===== src/rtl/hdsf_params.svh =====
`ifndef HDSF_PARAMS_SVH
`define HDSF_PARAMS_SVH

// Word and serial framing
`define HDSF_WORD_W 10
`define HDSF_LINE_W 11
`define HDSF_BIT_LAST 4'h9
`define HDSF_CLK_HZ 20000000

// Blanking fill levels (16.00 and 128.00 in 10-bit code)
`define HDSF_Y_BLANK 10'h040
`define HDSF_C_BLANK 10'h200

// Line check: x^18 + x^5 + x^4 + 1, reflected feedback taps
`define HDSF_CRC_W 18
`define HDSF_CRC_TAPS 18'h03000
`define HDSF_CRC_INIT 18'h00000

// Scrambler x^9 + x^4 + 1: taps on the 9th and 4th past bits
`define HDSF_SCR_W 9
`define HDSF_SCR_TAP_A 8
`define HDSF_SCR_TAP_B 3

`endif


===== src/rtl/hdsf_pkg.sv =====
package hdsf_pkg;

  // Position of the word pair after the end code; Gray along the path except the CK1 to NORM return
  typedef enum logic [2:0] {
    HDSF_POS_NORM = 3'h0,
    HDSF_POS_LN0 = 3'h1,
    HDSF_POS_LN1 = 3'h3,
    HDSF_POS_CK0 = 3'h2,
    HDSF_POS_CK1 = 3'h6
  } hdsf_pos_type;

endpackage


===== src/rtl/hdsf_formatter.sv =====
`timescale 1ns/1ps
`include "hdsf_params.svh"

module hdsf_formatter (
  // Clock and reset
  input wire logic CLK,
  input wire logic RST_B,
  // Parallel word pair from the video source
  input wire logic [`HDSF_WORD_W-1:0] Y_WORD,
  input wire logic [`HDSF_WORD_W-1:0] C_WORD,
  input wire logic ACTIVE,
  input wire logic BLANK,
  input wire logic EAV_END,
  input wire logic [`HDSF_LINE_W-1:0] LINE_NUM,
  // Pacing and observation
  output logic WORD_REQ,
  output logic [`HDSF_WORD_W-1:0] MUX_WORD,
  // Serial link
  output logic SER_OUT
);

  logic [3:0] bit_cnt_r;
  logic half_r;
  logic load;
  logic capture;
  hdsf_pkg::hdsf_pos_type pos_r;
  hdsf_pkg::hdsf_pos_type pos_nxt;
  logic eav_pend_r;
  logic [`HDSF_LINE_W-1:0] line_r;
  logic [`HDSF_WORD_W-1:0] y_raw_r;
  logic y_blank_r;
  logic cov_y_r;
  logic cov_c_r;
  logic cov_nxt;
  logic [`HDSF_WORD_W-1:0] c_fmt;
  logic [`HDSF_WORD_W-1:0] y_fmt;
  logic [`HDSF_WORD_W-1:0] sh_r;
  logic [`HDSF_CRC_W-1:0] crc_y;
  logic [`HDSF_CRC_W-1:0] crc_c;
  logic crc_clr;
  logic [`HDSF_SCR_W-1:0] scr_r;
  logic scr_bit;
  logic req_r;
  logic ser_r;
  logic [`HDSF_WORD_W-1:0] mux_r;

  function automatic logic [`HDSF_WORD_W-1:0] ln_lo(input logic [`HDSF_LINE_W-1:0] ln);
    ln_lo = {~ln[6], ln[6:0], 2'h0};
  endfunction

  function automatic logic [`HDSF_WORD_W-1:0] ln_hi(input logic [`HDSF_LINE_W-1:0] ln);
    ln_hi = {1'b1, 3'h0, ln[10:7], 2'h0};
  endfunction

  function automatic logic [`HDSF_WORD_W-1:0] ck_lo(input logic [`HDSF_CRC_W-1:0] c);
    ck_lo = {~c[8], c[8:0]};
  endfunction

  function automatic logic [`HDSF_WORD_W-1:0] ck_hi(input logic [`HDSF_CRC_W-1:0] c);
    ck_hi = {~c[17], c[17:9]};
  endfunction

  // A word goes out every ten clocks, so a stream pair every twenty
  assign load = (bit_cnt_r == `HDSF_BIT_LAST);
  assign capture = load && half_r;

  always_ff @(posedge CLK or negedge RST_B)
  begin
    if (!RST_B)
    begin
      bit_cnt_r <= 4'h0;
      half_r <= 1'b1;
    end
    else if (load)
    begin
      bit_cnt_r <= 4'h0;
      half_r <= ~half_r;
    end
    else
      bit_cnt_r <= bit_cnt_r + 4'h1;
  end

  // Request is high in the cycle whose closing edge takes the pair
  always_ff @(posedge CLK or negedge RST_B)
  begin
    if (!RST_B)
      req_r <= 1'b0;
    else
      req_r <= half_r && (bit_cnt_r == 4'h8);
  end

  // Insertion sequence after the end code
  always_comb
  begin
    case (pos_r)
      hdsf_pkg::HDSF_POS_NORM: pos_nxt = eav_pend_r ? hdsf_pkg::HDSF_POS_LN0
                                                    : hdsf_pkg::HDSF_POS_NORM;
      hdsf_pkg::HDSF_POS_LN0: pos_nxt = hdsf_pkg::HDSF_POS_LN1;
      hdsf_pkg::HDSF_POS_LN1: pos_nxt = hdsf_pkg::HDSF_POS_CK0;
      hdsf_pkg::HDSF_POS_CK0: pos_nxt = hdsf_pkg::HDSF_POS_CK1;
      hdsf_pkg::HDSF_POS_CK1: pos_nxt = hdsf_pkg::HDSF_POS_NORM;
      default: pos_nxt = hdsf_pkg::HDSF_POS_NORM;
    endcase
  end

  always_ff @(posedge CLK or negedge RST_B)
  begin
    if (!RST_B)
    begin
      pos_r <= hdsf_pkg::HDSF_POS_NORM;
      eav_pend_r <= 1'b0;
    end
    else if (capture)
    begin
      pos_r <= pos_nxt;
      eav_pend_r <= (pos_nxt == hdsf_pkg::HDSF_POS_NORM) && EAV_END;
    end
  end

  // Line number is taken with the last end-code pair
  always_ff @(posedge CLK or negedge RST_B)
  begin
    if (!RST_B)
      line_r <= {`HDSF_LINE_W{1'b0}};
    else if (capture && EAV_END && (pos_nxt == hdsf_pkg::HDSF_POS_NORM))
      line_r <= LINE_NUM;
  end

  // Words flagged ACTIVE (the end code only when flagged) and line number words are covered; nothing else
  always_comb
  begin
    case (pos_nxt)
      hdsf_pkg::HDSF_POS_NORM: cov_nxt = ACTIVE;
      hdsf_pkg::HDSF_POS_LN0: cov_nxt = 1'b1;
      hdsf_pkg::HDSF_POS_LN1: cov_nxt = 1'b1;
      default: cov_nxt = 1'b0;
    endcase
  end

  always_ff @(posedge CLK or negedge RST_B)
  begin
    if (!RST_B)
    begin
      y_raw_r <= {`HDSF_WORD_W{1'b0}};
      y_blank_r <= 1'b0;
      cov_y_r <= 1'b0;
      cov_c_r <= 1'b0;
    end
    else if (capture)
    begin
      y_raw_r <= Y_WORD;
      y_blank_r <= BLANK;
      cov_y_r <= cov_nxt;
      cov_c_r <= cov_nxt;
    end
  end

  // Chroma word is formatted from the inputs on the capture edge
  always_comb
  begin
    case (pos_nxt)
      hdsf_pkg::HDSF_POS_LN0: c_fmt = ln_lo(line_r);
      hdsf_pkg::HDSF_POS_LN1: c_fmt = ln_hi(line_r);
      hdsf_pkg::HDSF_POS_CK0: c_fmt = ck_lo(crc_c);
      hdsf_pkg::HDSF_POS_CK1: c_fmt = ck_hi(crc_c);
      default: c_fmt = BLANK ? `HDSF_C_BLANK : C_WORD;
    endcase
  end

  // Luma word is formatted ten clocks later, after its last check bit
  always_comb
  begin
    case (pos_r)
      hdsf_pkg::HDSF_POS_LN0: y_fmt = ln_lo(line_r);
      hdsf_pkg::HDSF_POS_LN1: y_fmt = ln_hi(line_r);
      hdsf_pkg::HDSF_POS_CK0: y_fmt = ck_lo(crc_y);
      hdsf_pkg::HDSF_POS_CK1: y_fmt = ck_hi(crc_y);
      default: y_fmt = y_blank_r ? `HDSF_Y_BLANK : y_raw_r;
    endcase
  end

  // Word multiplexer and serializer
  always_ff @(posedge CLK or negedge RST_B)
  begin
    if (!RST_B)
    begin
      sh_r <= {`HDSF_WORD_W{1'b0}};
      mux_r <= {`HDSF_WORD_W{1'b0}};
    end
    else if (load)
    begin
      sh_r <= half_r ? c_fmt : y_fmt;
      mux_r <= half_r ? c_fmt : y_fmt;
    end
    else
      sh_r <= {1'b0, sh_r[`HDSF_WORD_W-1:1]};
  end

  // Clearing after the second check pair leaves zero for the next line
  assign crc_clr = capture && (pos_r == hdsf_pkg::HDSF_POS_CK1);

  hdsf_line_check u_check_y (
    .clk(CLK),
    .rst_b(RST_B),
    .clr(crc_clr),
    .en(half_r && cov_y_r),
    .bit_in(sh_r[0]),
    .crc(crc_y)
  );

  hdsf_line_check u_check_c (
    .clk(CLK),
    .rst_b(RST_B),
    .clr(crc_clr),
    .en(!half_r && cov_c_r),
    .bit_in(sh_r[0]),
    .crc(crc_c)
  );

  // Scrambler works on the serial bit; history holds scrambled bits
  assign scr_bit = sh_r[0] ^ scr_r[`HDSF_SCR_TAP_A] ^ scr_r[`HDSF_SCR_TAP_B];

  always_ff @(posedge CLK or negedge RST_B)
  begin
    if (!RST_B)
    begin
      scr_r <= {`HDSF_SCR_W{1'b0}};
      ser_r <= 1'b0;
    end
    else
    begin
      scr_r <= {scr_r[`HDSF_SCR_W-2:0], scr_bit};
      ser_r <= ser_r ^ scr_bit;
    end
  end

  assign WORD_REQ = req_r;
  assign MUX_WORD = mux_r;
  assign SER_OUT = ser_r;

endmodule


===== src/rtl/hdsf_line_check.sv =====
`timescale 1ns/1ps
`include "hdsf_params.svh"

module hdsf_line_check (
  // Clock and reset
  input wire logic clk,
  input wire logic rst_b,
  // Control
  input wire logic clr,
  input wire logic en,
  input wire logic bit_in,
  // Result
  output logic [`HDSF_CRC_W-1:0] crc
);

  logic fb;
  logic [`HDSF_CRC_W-1:0] crc_nxt;

  always_comb
  begin
    fb = bit_in ^ crc[0];
    crc_nxt = {fb, crc[`HDSF_CRC_W-1:1]} ^ (fb ? `HDSF_CRC_TAPS : `HDSF_CRC_INIT);
  end

  always_ff @(posedge clk or negedge rst_b)
  begin
    if (!rst_b)
      crc <= `HDSF_CRC_INIT;
    else if (clr)
      crc <= `HDSF_CRC_INIT;
    else if (en)
      crc <= crc_nxt;
  end

endmodule


===== config.mk =====
export PLATFORM = sky130hd
export DESIGN_NAME = hdsf_formatter
export DESIGN_NICKNAME = d
export VERILOG_FILES = /design/src/rtl/hdsf_pkg.sv /design/src/rtl/hdsf_formatter.sv /design/src/rtl/hdsf_line_check.sv
export VERILOG_INCLUDE_DIRS = /design/src /design/src/rtl
export SDC_FILE = /design/constraint.sdc
export NUM_CORES = 1
export LEC_CHECK = 0
export ABC_AREA = 1
export BUFFER_PORTS_ARGS = -buffer_cell sky130_fd_sc_hd__buf_2
export CAP_MARGIN = 20
export CORE_AREA = 2 2 79 111
export DETAILED_ROUTE_END_ITERATION = 8
export DIE_AREA = 0 0 81 113
export PLACE_DENSITY_LB_ADDON = 0.12
export SETUP_SLACK_MARGIN = 0.05
export SLEW_MARGIN = 20
export SYNTH_ARGS = -nofsm -noshare
export SYNTH_HDL_FRONTEND = slang
export SYNTH_SLANG_ARGS = --single-unit

===== constraint.sdc =====
create_clock -name CLK -period 1.7 [get_ports CLK]
set_input_delay 0.51 -clock CLK [delete_from_list [all_inputs] [get_ports CLK]]
set_output_delay 0.51 -clock CLK [all_outputs]
set_load 0.1 [all_outputs]

==> qor.tcl <==
set qor(grt_antenna_before_repair) 0
set qor(cts_buffers) 9
set qor(place_worst_setup_slack_ns) 0.07588
set qor(net_switching_power_figure_w) 0.0009355
set qor(timing.final.ws_setup_ns) 0.1359
set qor(cts_hold_buf) 0
set qor(layout-drive-gt1-share) 0.1700
set qor(via_per_inst) 5.530
set qor(report.final.setup_viol) 0
set qor(critical_path.slowest_cell) {dfrtp_1}
set qor(grt.overflow.total) 0
set qor(grt_util_all_layers) 0.2709
set qor(synth.distinct_cells) 28
set qor(detail-route-antenna-nets) 0
set qor(peakVddDrop_v) 0.0006115
set qor(cellInternalPower_w) 0.003397
set qor(layout.cells.non_filler) 702
set qor(finalWeightedCongestion) 0.9274
set qor(grt_first_pass_wirelength_mm) 18.46
set qor(num_rows) 39
set qor(power.clock.fraction) 0.425
set qor(p_total_w) 0.004333
set qor(status) {finished clean}
set qor(start_util) 0.5616
set qor(dieHeight_um) 113
set qor(final_net_count) 631
set qor(area_delta_synth_final_pct) 15.92
set qor(detail_route.first_pass.iterations) 5
set qor(antenna_cells) 0
set qor(timing.max_slew.rel_slack) 0.7193
set qor(ys.warnings.count) 0
set qor(hold_path.class) {input port to async pin}
set qor(clock_skew_ns) 0.006529
set qor(synth_sequential_area_ratio) 0.5448
set qor(grt_max_degree) 50
set qor(syn-num-nets) 577
set qor(die_width_um) 81
set qor(power.static_leakage_nw) 2.736
set qor(power.switching_fraction) 0.2159
set qor(clock_sink_count) 99
set qor(synth_ff_type) {dfrtp_1}
set qor(final.period_utilization) 0.9201
set qor(detailed_place_hpwl_mm) 8.217
set qor(hold_violations) 0
set qor(pin_count) 48
set qor(totalNegativeSetupSlack_ns) 0
set qor(floorplan.die_area_mm2) 0.009153
set qor(sort_of_element_at_the_end_of_the_critical_path) {flip-flop}
set qor(wirelength_mm) 11.13
set qor(clock_tree.buffer_depth) 2
set qor(drcViolationCount) 0
set qor(crit_path_max_fanout) 16
set qor(synth_seq_cells) 99
set qor(clkTransAtPathRegs_ns) 0.06
set qor(ctsHtreeMaxLevel) 3
set qor(dp.cells) 685
set qor(power_density_mw_per_mm2) 821.6
set qor(io_buffer_count) 47
set qor(final_design_area_no_fill_mm2) 0.005274
set qor(vias) 3882
set qor(first_global_vias) 3849
set qor(path_type_of_the_worst_setup_path) {flip-flop to flip-flop}
set qor(syn_area_per_cell_um2) 8.409
set qor(critical_path_buf_inv_count) 2
set qor(synthArstFlopShare) 1.000
set qor(transition_at_the_pin_with_the_smallest_max_transition_slack_ns) 0.4180
set qor(seqPwrFrac) 0.549
set qor(leading_cell_type_in_the_layout_fill_and_taps_excluded) {nand2_1}
set qor(dpl_cell_area_mm2) 0.004954
set qor(cp_data_required_time_ns) 1.92
set qor(cap_viol_max_count) 0
set qor(grt_setup_unrepaired) {true}
set qor(crit_path_cell_trace) {inv_4 -> nand3_1 -> inv_1 -> nand2_4 -> nand2_2 -> o22ai_1}
set qor(timing.critical_path.slowest_cell_delay_ns) 0.41
set qor(timing.final.max_slew_violations) 0
set qor(combinational_cell_fraction_of_total_power) 0.026
set qor(worst_setup_path_start_kind) {flip-flop}
set qor(routedWlPerCell_um) 15.85
set qor(mostFrequentLayoutCells) {nand2_1 (175), dfrtp_1 (97), nand3_1 (79)}
set qor(syn-instance-count) 541
set qor(synth_edf_count) 0
set qor(critical_path.top_delay_family) {simple AND/OR/NAND/NOR gates}
set qor(core_area_mm2) 0.008100
set qor(post-route-min-period_ns) 1.564
set qor(clock.fmax_mhz) 639.3
set qor(syn-cell-area_mm2) 0.004549
set qor(cts_root_buf) {clkbuf_16}
set qor(clock_tree_from_tritoncts) {built}
set qor(first_iter_violations) 282
set qor(crit_arrival_ns) 1.78
set qor(insertion_delay_ns) 0.35
## per-stage QoR
| stage | util | hold slack (ns) |
|---|---|---|
| after CTS | 0.6464 | 0.07404 |
| after global routing | 0.6511 | 0.08581 |
| final | 0.6511 | 0.07331 |
| after detailed placement | 0.6115 | 0.3357 |
| after global placement | 0.6115 | 0.3367 |
| after floorplan | - | 0.2144 |
## cell families after synthesis
kind of cell,Yosys count,synth area share
AO/OA/AOI/OAI,47,0.05803
XOR/XNOR,11,0.02118
buffers and inverters,66,0.06546
flip-flops,99,0.5448
AND/OR/NAND/NOR,318,0.3105
## power groups by stage
| stage | clock [W] | combinational, W | sequential (W) |
|---|---|---|---|
| after floorplan | 0 | 0.0000150 | 0.00242 |
| after global placement | 0 | 0.000113 | 0.00242 |
| after detailed placement | 0 | 0.000116 | 0.00242 |
| after CTS | 0.00189 | 0.000116 | 0.00238 |
| after global routing | 0.00201 | 0.000131 | 0.00238 |
| final | 0.00184 | 0.000113 | 0.00238 |
## routing by layer
layer	up-vias	global-route usage	wire, µm
li1	1879	-	-
met1	1846	0.3512	4754
met2	122	0.4138	5310
met3	35	0.05423	517
met4	0	0.1695	548
met5	-	0	0
## cell usage after synthesis, types with 4 or more instances
cell      count  area share
dfrtp_1      98        0.54
inv_2         6      0.0050
nand2_1     175        0.14
buf_2        11       0.012
nand3_1      80       0.088
a21oi_1       8      0.0088
o22ai_1      12       0.017
clkbuf_1      6      0.0050
inv_1        35       0.029
nand4_1      25       0.034
xor2_1        7       0.013
xnor2_1       4      0.0077
nor2_1       29       0.024
o21ai_0      25       0.028
## final timing paths
check                               from          endpoint  slack (ns)  cells after the start
worst max register to register  pos_r[0]  u_check_c.crc[3]        0.14                      6
min in group CLK                scr_r[2]          scr_r[3]        0.35                      0
worst max-delay path            pos_r[0]  u_check_c.crc[3]        0.14                      6
worst min register to register  scr_r[2]          scr_r[3]        0.35                      0
worst min-delay path               RST_B  u_check_c.crc[9]        0.07                      1
max in group asynchronous          RST_B        y_raw_r[6]        1.06                      2
## state kept, by name (all words and copies together), names as in the netlist, 3 cells and up
signal / count
MUX_WORD: 10
bit_cnt_r: 4
line_r: 11
pos_r: 3
scr_r: 9
sh_r: 10
u_check_c.crc: 18
u_check_y.crc: 18
y_raw_r: 10
## area by class of cell
class                      count  area (µm²)
clock buffer                  11       232.7
inverter                      43       167.7
fill                         735        2826
clock inverter                 5       30.03
timing repair buffer          66       447.9
sequential                    99        2480
tap                          102       127.6
multi-input combinational    376        1788
## repair_timing
action,in CTS,in global routing
setup endpoints to repair,8,31
pin swaps,0,1
setup buffers,0,1
gates resized for setup,8,10
Note: power is estimated with default switching activity, not from simulation.
